**src/core/acsp_pkg.sv**
```systemverilog
package acsp_pkg;
  localparam int CLK_MHZ = 100;
  localparam int WORD_W = 16;
  localparam int ADDR_W = 5;
  localparam int DATA_W = 11;
  localparam logic [4:0] ADDR_PWR = 5'h00;
  localparam logic [4:0] ADDR_TEST = 5'h0A;
  localparam logic [4:0] ADDR_MODE = 5'h0D;
  localparam logic [10:0] REG_RESET = 11'h000;
  localparam int B_PDG = 0;
  localparam int B_CHPD = 1;
  localparam int B_REF = 5;
  localparam int B_RST = 10;
  localparam int B_WIRE = 0;
  localparam int B_RATE = 1;
  localparam int B_SER = 2;
  localparam int B_EDGE = 4;
  localparam int B_GAIN = 5;
  localparam int B_ORDER = 6;
  localparam int B_OVRD = 10;
  localparam int B_PAT = 5;
  localparam int B_DF = 9;
  localparam logic [2:0] PAT_NORMAL = 3'h0;
  localparam logic [2:0] PAT_SYNC = 3'h1;
  localparam logic [2:0] PAT_DESKEW = 3'h2;
  localparam logic [1:0] LVL_GND = 2'h0;
  localparam logic [1:0] LVL_3_8 = 2'h1;
  localparam logic [1:0] LVL_5_8 = 2'h2;
  localparam logic [1:0] LVL_FULL = 2'h3;
  localparam int T_EFFECT_NS = 100;
  localparam int SYNC_LAT = 3;
  localparam logic [3:0] WR_DLY_CYC = 4'((T_EFFECT_NS * CLK_MHZ) / 1000 - SYNC_LAT);
  localparam int T_HALF_NS = 30;
  localparam logic [3:0] HALF_CYC = 4'((T_HALF_NS * CLK_MHZ + 999) / 1000);
  localparam int T_SEN_NS = 25;
  localparam logic [3:0] SEN_CYC = 4'((T_SEN_NS * CLK_MHZ + 999) / 1000);
  localparam int T_RST_PULSE_NS = 20;
  localparam logic [3:0] RST_PULSE_CYC = 4'((T_RST_PULSE_NS * CLK_MHZ + 999) / 1000);
  localparam int T_RST_SEN_NS = 25;
  localparam logic [3:0] RST_SEN_CYC = 4'((T_RST_SEN_NS * CLK_MHZ + 999) / 1000);
  localparam logic [7:0] HOST_CMD = 8'h00;
  localparam logic [7:0] HOST_STAT = 8'h04;
  localparam logic [7:0] HOST_PINS = 8'h08;
  localparam int P_PDN = 8;
  localparam int P_PAR = 9;
  localparam int P_SCLK = 10;
  localparam int P_SDAT = 11;
  localparam int P_RST = 12;
  localparam logic [12:0] PINS_RESET = 13'h0000;
endpackage

```
**src/core/acsp_if.sv**
```systemverilog
`timescale 1ns/1ps
interface acsp_if;
  logic sclk;
  logic serial_select_n;
  logic serial_data_in;
  logic hw_reset;
  logic pdn_pin;
  logic [1:0] select_level;
  logic [1:0] wire_clock_strap;
  logic [1:0] serialize_edge_strap;
  logic [1:0] reserved_strap;
  logic [1:0] order_format_strap;
  modport dev (
    input sclk,
    input serial_select_n,
    input serial_data_in,
    input hw_reset,
    input pdn_pin,
    input select_level,
    input wire_clock_strap,
    input serialize_edge_strap,
    input reserved_strap,
    input order_format_strap
  );
  modport host (
    output sclk,
    output serial_select_n,
    output serial_data_in,
    output hw_reset,
    output pdn_pin,
    output select_level,
    output wire_clock_strap,
    output serialize_edge_strap,
    output reserved_strap,
    output order_format_strap
  );
endinterface

```
**src/core/acsp_dev.sv**
```systemverilog
`timescale 1ns/1ps
// How it works
// RULE1: Override bit picks registers, else strap modes
// RULE2: Power-down pin forces global power down
// RULE3: Coarse gain from register only with override
// RULE4: Reference select from power register bit
// RULE5: Test register bits pick output pattern
// RULE6: Strap-only clock/data pins select pattern, power
// RULE7: Select level sets reference and gain
// RULE8: Wire/clock strap decode
// RULE9: Serialize/edge strap decode, edge SDR only
// RULE10: Order/format strap decode
// RULE11: Host grounds the reserved strap
// RULE12: Configure from pins after power-up
// RULE13: Shift on falling clock while select low
// RULE14: Commit word every sixteenth falling edge
// RULE15: Trailing partial bits are dropped
// RULE16: Five address bits then eleven data
// RULE17: Any clock rate up to 20 MHz
// RULE18: Hardware reset pulse restores defaults
// RULE19: Soft reset bit restores defaults, self-clears
// RULE20: Host holds hardware reset low unused
// RULE21: Write takes effect about 100 ns later
// RULE22: Host waits 25 ns before select low
// RULE23: Host sets override for serial-only use; acsp_host leaves it to ADDR_MODE words written to HOST_CMD
// RULE24: Select rise discards partial word
module acsp_dev
  import acsp_pkg::*;
(
  input wire logic mclk,
  input wire logic rst,
  acsp_if.dev link,
  output logic two_wire,
  output logic ddr_clock,
  output logic ser_14x,
  output logic capture_rising,
  output logic lsb_first,
  output logic offset_binary,
  output logic gain_35db,
  output logic ref_internal,
  output logic global_pd,
  output logic [3:0] chan_pd,
  output logic [2:0] pattern
);

  typedef struct packed {
    logic [1:0] m_sclk;
    logic sclk_old;
    logic [1:0] m_sen;
    logic [1:0] m_sdat;
    logic [1:0] m_hrst;
    logic [1:0] m_pdn;
    logic [3:0][1:0] m_lvl0;
    logic [3:0][1:0] m_lvl1;
    logic [15:0] shift;
    logic [3:0] bits;
    logic [15:0] hold;
    logic pend;
    logic [3:0] wait_cnt;
    logic [10:0] r_pwr;
    logic [10:0] r_test;
    logic [10:0] r_mode;
    logic two_wire;
    logic ddr_clock;
    logic ser_14x;
    logic capture_rising;
    logic lsb_first;
    logic offset_binary;
    logic gain_35db;
    logic ref_internal;
    logic global_pd;
    logic [3:0] chan_pd;
    logic [2:0] pattern;
  } acsp_dev_s;

  acsp_dev_s q;
  acsp_dev_s next_q;

  always_comb begin
    logic fall;
    logic par;
    logic ovrd;
    logic [1:0] sel;
    logic [1:0] wc;
    logic [1:0] se;
    logic [1:0] of;
    logic s_ddr;
    logic s_two;
    logic s_14x;
    logic s_rise;
    logic s_lsb;
    logic s_ob;
    logic s_int;
    logic s_gain;
    logic ddr;
    logic pd_sw;
    logic [4:0] addr;
    logic [10:0] data;
    fall = 1'b0;
    par = 1'b0;
    ovrd = 1'b0;
    sel = LVL_GND;
    wc = LVL_GND;
    se = LVL_GND;
    of = LVL_GND;
    s_ddr = 1'b0;
    s_two = 1'b0;
    s_14x = 1'b0;
    s_rise = 1'b0;
    s_lsb = 1'b0;
    s_ob = 1'b0;
    s_int = 1'b0;
    s_gain = 1'b0;
    ddr = 1'b0;
    pd_sw = 1'b0;
    addr = q.hold[15:11];
    data = q.hold[10:0];
    next_q = q;

    // Pins cross into mclk; clock phases must each exceed a few mclk periods
    next_q.m_sclk = {q.m_sclk[0], link.sclk}; // RULE17
    next_q.sclk_old = q.m_sclk[1];
    next_q.m_sen = {q.m_sen[0], link.serial_select_n};
    next_q.m_sdat = {q.m_sdat[0], link.serial_data_in};
    next_q.m_hrst = {q.m_hrst[0], link.hw_reset};
    next_q.m_pdn = {q.m_pdn[0], link.pdn_pin};
    next_q.m_lvl0 = {link.order_format_strap, link.serialize_edge_strap,
                     link.wire_clock_strap, link.select_level};
    next_q.m_lvl1 = q.m_lvl0;

    fall = q.sclk_old & ~q.m_sclk[1];
    par = q.m_hrst[1];

    // Commit waits so the new setting lands near the documented delay
    if (q.pend) begin
      if (q.wait_cnt == 4'h0) begin
        next_q.pend = 1'b0; // RULE21
        case (addr) // RULE16
          ADDR_PWR: begin
            if (data[B_RST]) begin
              next_q.r_pwr = REG_RESET; // RULE19
              next_q.r_test = REG_RESET;
              next_q.r_mode = REG_RESET;
            end else begin
              next_q.r_pwr = data;
            end
          end
          ADDR_TEST: begin
            next_q.r_test = data;
          end
          ADDR_MODE: begin
            next_q.r_mode = data;
          end
          default: begin
          end
        endcase
      end else begin
        next_q.wait_cnt = q.wait_cnt - 4'h1;
      end
    end

    if (par || q.m_sen[1]) begin
      next_q.bits = 4'h0; // RULE24 RULE15
    end else if (fall) begin
      next_q.shift = {q.shift[14:0], q.m_sdat[1]}; // RULE13
      next_q.bits = q.bits + 4'h1;
      if (q.bits == 4'hF) begin
        next_q.hold = {q.shift[14:0], q.m_sdat[1]}; // RULE14
        next_q.pend = 1'b1;
        next_q.wait_cnt = WR_DLY_CYC - 4'h1;
      end
    end

    // Reset pin held high doubles as strap-only mode
    if (par) begin
      next_q.r_pwr = REG_RESET; // RULE18
      next_q.r_test = REG_RESET;
      next_q.r_mode = REG_RESET;
      next_q.pend = 1'b0;
    end

    // Straps are decoded live so power-up needs no reset
    sel = q.m_lvl1[0]; // RULE12
    wc = q.m_lvl1[1];
    se = q.m_lvl1[2];
    of = q.m_lvl1[3];

    case (wc) // RULE8
      LVL_GND, LVL_3_8: begin
        s_ddr = 1'b1;
        s_two = 1'b0;
      end
      LVL_5_8: begin
        s_ddr = 1'b0;
        s_two = 1'b1;
      end
      default: begin
        s_ddr = 1'b1;
        s_two = 1'b1;
      end
    endcase
    case (se) // RULE9
      LVL_GND: {s_14x, s_rise} = 2'h0;
      LVL_3_8: {s_14x, s_rise} = 2'h2;
      LVL_5_8: {s_14x, s_rise} = 2'h3;
      default: {s_14x, s_rise} = 2'h1;
    endcase
    case (of) // RULE10
      LVL_GND: {s_lsb, s_ob} = 2'h0;
      LVL_3_8: {s_lsb, s_ob} = 2'h1;
      LVL_5_8: {s_lsb, s_ob} = 2'h3;
      default: {s_lsb, s_ob} = 2'h2;
    endcase
    case (sel) // RULE7
      LVL_GND: {s_int, s_gain} = 2'h0;
      LVL_3_8: {s_int, s_gain} = 2'h1;
      LVL_5_8: {s_int, s_gain} = 2'h3;
      default: {s_int, s_gain} = 2'h2;
    endcase

    ovrd = q.r_mode[B_OVRD];
    if (ovrd) begin
      ddr = ~q.r_mode[B_RATE]; // RULE1
      next_q.two_wire = q.r_mode[B_WIRE];
      next_q.ser_14x = q.r_mode[B_SER];
      next_q.lsb_first = q.r_mode[B_ORDER];
      next_q.offset_binary = q.r_test[B_DF];
      next_q.capture_rising = ~ddr & q.r_mode[B_EDGE]; // RULE9
    end else begin
      ddr = s_ddr; // RULE1
      next_q.two_wire = s_two;
      next_q.ser_14x = s_14x;
      next_q.lsb_first = s_lsb;
      next_q.offset_binary = s_ob;
      next_q.capture_rising = ~ddr & s_rise; // RULE9
    end
    next_q.ddr_clock = ddr;

    if (par) begin
      next_q.gain_35db = s_gain; // RULE7
      next_q.ref_internal = s_int;
      pd_sw = q.m_sclk[1] & ~q.m_sdat[1]; // RULE6
      case ({q.m_sclk[1], q.m_sdat[1]}) // RULE6
        2'h1: next_q.pattern = PAT_SYNC;
        2'h3: next_q.pattern = PAT_DESKEW;
        default: next_q.pattern = PAT_NORMAL;
      endcase
    end else begin
      next_q.gain_35db = ovrd & q.r_mode[B_GAIN]; // RULE3
      next_q.ref_internal = q.r_pwr[B_REF]; // RULE4
      next_q.pattern = q.r_test[B_PAT +: 3]; // RULE5
      pd_sw = q.r_pwr[B_PDG];
    end
    next_q.global_pd = q.m_pdn[1] | pd_sw; // RULE2
    next_q.chan_pd = q.r_pwr[B_CHPD +: 4];
  end

  always_ff @(posedge mclk or posedge rst) begin
    if (rst) begin
      q <= '0;
    end else begin
      q <= next_q;
    end
  end

  assign two_wire = q.two_wire;
  assign ddr_clock = q.ddr_clock;
  assign ser_14x = q.ser_14x;
  assign capture_rising = q.capture_rising;
  assign lsb_first = q.lsb_first;
  assign offset_binary = q.offset_binary;
  assign gain_35db = q.gain_35db;
  assign ref_internal = q.ref_internal;
  assign global_pd = q.global_pd;
  assign chan_pd = q.chan_pd;
  assign pattern = q.pattern;
endmodule // acsp_dev

```
**src/flat_wrapper.sv**
```systemverilog
// flat-port wrapper written by rule: the top's interface ports become plain ports
module acsp_dev_flat import acsp_pkg::*;
  (mclk, rst, two_wire, ddr_clock, ser_14x, capture_rising, lsb_first, offset_binary, gain_35db, ref_internal, global_pd, chan_pd, pattern, link_sclk, link_serial_select_n, link_serial_data_in, link_hw_reset, link_pdn_pin, link_select_level, link_wire_clock_strap, link_serialize_edge_strap, link_reserved_strap, link_order_format_strap);
  acsp_if link_i ();
  input wire logic mclk;
  input wire logic rst;
  output logic two_wire;
  output logic ddr_clock;
  output logic ser_14x;
  output logic capture_rising;
  output logic lsb_first;
  output logic offset_binary;
  output logic gain_35db;
  output logic ref_internal;
  output logic global_pd;
  output logic [3:0] chan_pd;
  output logic [2:0] pattern;
  input wire logic [$bits(link_i.sclk)-1:0] link_sclk;
  input wire logic [$bits(link_i.serial_select_n)-1:0] link_serial_select_n;
  input wire logic [$bits(link_i.serial_data_in)-1:0] link_serial_data_in;
  input wire logic [$bits(link_i.hw_reset)-1:0] link_hw_reset;
  input wire logic [$bits(link_i.pdn_pin)-1:0] link_pdn_pin;
  input wire logic [$bits(link_i.select_level)-1:0] link_select_level;
  input wire logic [$bits(link_i.wire_clock_strap)-1:0] link_wire_clock_strap;
  input wire logic [$bits(link_i.serialize_edge_strap)-1:0] link_serialize_edge_strap;
  input wire logic [$bits(link_i.reserved_strap)-1:0] link_reserved_strap;
  input wire logic [$bits(link_i.order_format_strap)-1:0] link_order_format_strap;
  assign link_i.sclk = link_sclk;
  assign link_i.serial_select_n = link_serial_select_n;
  assign link_i.serial_data_in = link_serial_data_in;
  assign link_i.hw_reset = link_hw_reset;
  assign link_i.pdn_pin = link_pdn_pin;
  assign link_i.select_level = link_select_level;
  assign link_i.wire_clock_strap = link_wire_clock_strap;
  assign link_i.serialize_edge_strap = link_serialize_edge_strap;
  assign link_i.reserved_strap = link_reserved_strap;
  assign link_i.order_format_strap = link_order_format_strap;
  acsp_dev u_core (.mclk(mclk), .rst(rst), .link(link_i), .two_wire(two_wire), .ddr_clock(ddr_clock), .ser_14x(ser_14x), .capture_rising(capture_rising), .lsb_first(lsb_first), .offset_binary(offset_binary), .gain_35db(gain_35db), .ref_internal(ref_internal), .global_pd(global_pd), .chan_pd(chan_pd), .pattern(pattern));
endmodule
```
**config.mk**
```make
export PLATFORM = sky130hd
export DESIGN_NAME = acsp_dev_flat
export DESIGN_NICKNAME = d
export VERILOG_FILES = /design/src/core/acsp_pkg.sv /design/src/core/acsp_if.sv /design/src/core/acsp_dev.sv /design/src/flat_wrapper.sv
export SDC_FILE = /design/constraint.sdc
export NUM_CORES = 1
export LEC_CHECK = 0
export BUFFER_PORTS_ARGS = -buffer_cell sky130_fd_sc_hd__buf_4
export CORE_MARGIN = 4
export CORE_UTILIZATION = 50
export DETAILED_ROUTE_END_ITERATION = 10
export PLACE_DENSITY = 0.69
export SLEW_MARGIN = 10
export SYNTH_ARGS = -nofsm -noshare
export SYNTH_HDL_FRONTEND = slang
export SYNTH_SLANG_ARGS = --single-unit
```
**constraint.sdc**
```tcl
create_clock -name mclk -period 3.15 [get_ports mclk]
set_input_delay 0.4725 -clock mclk [delete_from_list [all_inputs] [get_ports mclk]]
set_output_delay 0.4725 -clock mclk [all_outputs]
set_load 0.01 [all_outputs]
```
==> reports/results.tsv <==
metric	value	unit
Die X	95.3	um
Overflow after GRT	0	
DRC	0	
Clk Latency, worst-skew pair	0.37	ns
DRT antenna net count	0	
final setup fails	0	
Antenna diodes	0	
final hold violation count	0	
Worst EP required	3.41	ns
Synth Instances	273	
Detailed Place HPWL	3950	um
die height	95.3	um
clock sink count	99	
setup TNS	0	ns
Area growth syn-to-layout	13.1	%
FF-to-FF End	u_core.q[36]	
vias per std cell	5.15	
DR iter-0 viols	123	
WS Path Type	reg2reg	
sequential fraction of the synthesis area	0.651	
first-pass GRT wire length	10100	um
RR Startpoint	u_core.q[49]	
fin crit period	1.92	ns
share of layout cells above drive strength 1	0.298	
initial core utilization	0.519	
Final Instance Count excl. Fillers	404	
syn nets	298	
num rows	31	
Pwr Density	535	nW/um^2
maximum clock insertion buffer count	2	
Final Power	2.30	mW
clock transition at the registers of the reported paths	0.10	ns
ranking of synthesized cells by area	dfrtp_1 (65%), mux2_2 (9.8%), ha_1 (2.6%)	
total number of yosys warnings	0	
Peak VDD IR	0.000369	V
PortBufs	30	
initial antenna violation count	0	
Die ar.	9070	um^2
post-cts gate resize count	0	
max_cap viols	0	
endpoint type of the worst setup path	flip-flop	
CP Max Fanout	4	
Tcrit/Tclk final	0.611	
synth unique cells	40	
worst-margin pin slew	0.669	ns
number of global-route vias before repair	2096	
number of synthesized flops with an enable pin	0	
crit path DAT	2.19	ns
Post-CTS Setup Repair Bufs	0	
top post-synthesis cells by count	dfrtp_1 (99), mux2_2 (33), nand2_1 (22)	
root buf cell	clkbuf_8	
Nets	325	
CTS Buf Count	9	
H-tree lvl count	3	
Async SR Flop Fraction	1.00	
Cell Area, Synth	3810	um^2
Main synth FF type	dfrtp_1	
R2R cell count	5	
Syn Area/Cell	13.9	um^2
FMAX	520	MHz
status	finished clean	
Placed Cells incl. Taps	388	
gpl congestion	0.779	
count leader, synth	dfrtp_1	
final instance area	4310	um^2
area of the core	7330	um^2
top-level I/O count	33	
proportion of netlist area held by the largest area contributor	0.651	
hold_ws	0.172	ns
largest net degree at the start of global routing	51	
Slew headroom	0.553	
# hold bufs at CTS	0	
Fin Clk Skew	0.0152	ns
final WL	5840	um
Worst Setup Start Kind	flip-flop	
Hold Crit Class	in2async	
DR pass1 iterations	4	
Placed Area	4090	um^2
post-synthesis register bit count	99	
RSZ-0062 raised after global routing	false	
Tot GR Track Use	0.149	
TritonCTS clock tree	done	
leakage power	2.06	nW
R2R Setup Slk	1.23	ns
final slew viol count	0	
via count	2079	
Avg WL per Cell	14.5	um
most area-hungry cell type in the Yosys netlist	dfrtp_1	
## stage by stage
step,utilization,setup WS [ns]
final,0.587,1.23
after global placement,0.558,1.24
after floorplan,-,0.0871
after detailed placement,0.558,1.23
after global routing,0.587,1.12
after CTS,0.587,1.22
## critical path: stages, from the launching register on
cell and delay [ns]:
dfrtp_1 0.41, inv_1 0.08, ha_1 0.20, or3b_2 0.53
a211o_1 0.34, a32o_1 0.27
## registers in the layout (all words and copies together) (netlist names)
signal,count
u_core.ser_14x,1
u_core.ref_internal,1
u_core.pattern,3
u_core.ddr_clock,1
u_core.offset_binary,1
u_core.q,65
u_core.next_q,18
u_core.lsb_first,1
u_core.chan_pd,4
u_core.global_pd,1
u_core.two_wire,1
u_core.capture_rising,1
u_core.gain_35db,1
## cells in the final DEF (no fill, tap or decap), types with 3 or more instances in the layout
master	count
a21oi_1	4
a32o_1	3
buf_4	32
clkbuf_8	9
dfrtp_1	99
ha_1	8
inv_1	18
mux2_2	33
mux2i_1	8
nand2_1	22
nand3_1	6
nor2_1	7
nor3b_1	3
o21ai_0	4
o31ai_1	3
o32ai_1	7
or3_1	3
## report_power, final
part / internal (mW) / total [mW] / switching [mW]
Combinational: 0.0541 / 0.109 / 0.0552
Sequential: 1.32 / 1.35 / 0.0308
Clock: 0.388 / 0.846 / 0.457
## metal layers
layer / GRT usage / up-vias / wire length [um] / share of wire
met5: 0 / - / 0 / 0
met4: 0.0613 / 0 / 87 / 0.015
met3: 0.0474 / 10 / 240 / 0.041
met2: 0.212 / 35 / 2670 / 0.46
met1: 0.212 / 1045 / 2840 / 0.49
li1: - / 989 / - / -
## kinds of logic (layout without fill, tap and decap cells)
| family | after synthesis | in the layout | share of synthesized area |
|---|---|---|---|
| flops | 99 | 99 | 0.651 |
| fa+ha+maj | 8 | 8 | 0.0263 |
| mux | 41 | 41 | 0.119 |
| buf+inv | 36 | 68 | 0.0467 |
| xor+xnor | 2 | 2 | 0.00460 |
| simple gates | 57 | 57 | 0.0877 |
| compound gates | 30 | 30 | 0.0654 |
## cell type report
type / count / area [um^2]
Fill cell: 579 / 3030
Sequential cell: 99 / 2480
Multi-Input combinational cell: 138 / 1150
Timing Repair Buffer: 33 / 260
Clock buffer: 9 / 124
Tap cell: 99 / 124
Clock inverter: 7 / 93.8
Inverter: 19 / 73.8
## worst max path at each step
stage | startpoint | end | slack [ns] | depth (start not counted)
2_1_floorplan | rst | u_core.capture_rising | 0.09 | 1
5_1_grt | u_core.q[65] | u_core.q[26] | 1.12 | 3
3_5_place_dp | u_core.q[49] | u_core.q[32] | 1.23 | 5
6_report | u_core.q[49] | u_core.q[36] | 1.23 | 5
3_3_place_gp | u_core.q[49] | u_core.q[36] | 1.24 | 5
4_1_cts | u_core.q[65] | u_core.q[26] | 1.22 | 3
No activity file was read; power rests on OpenSTA's default activity.
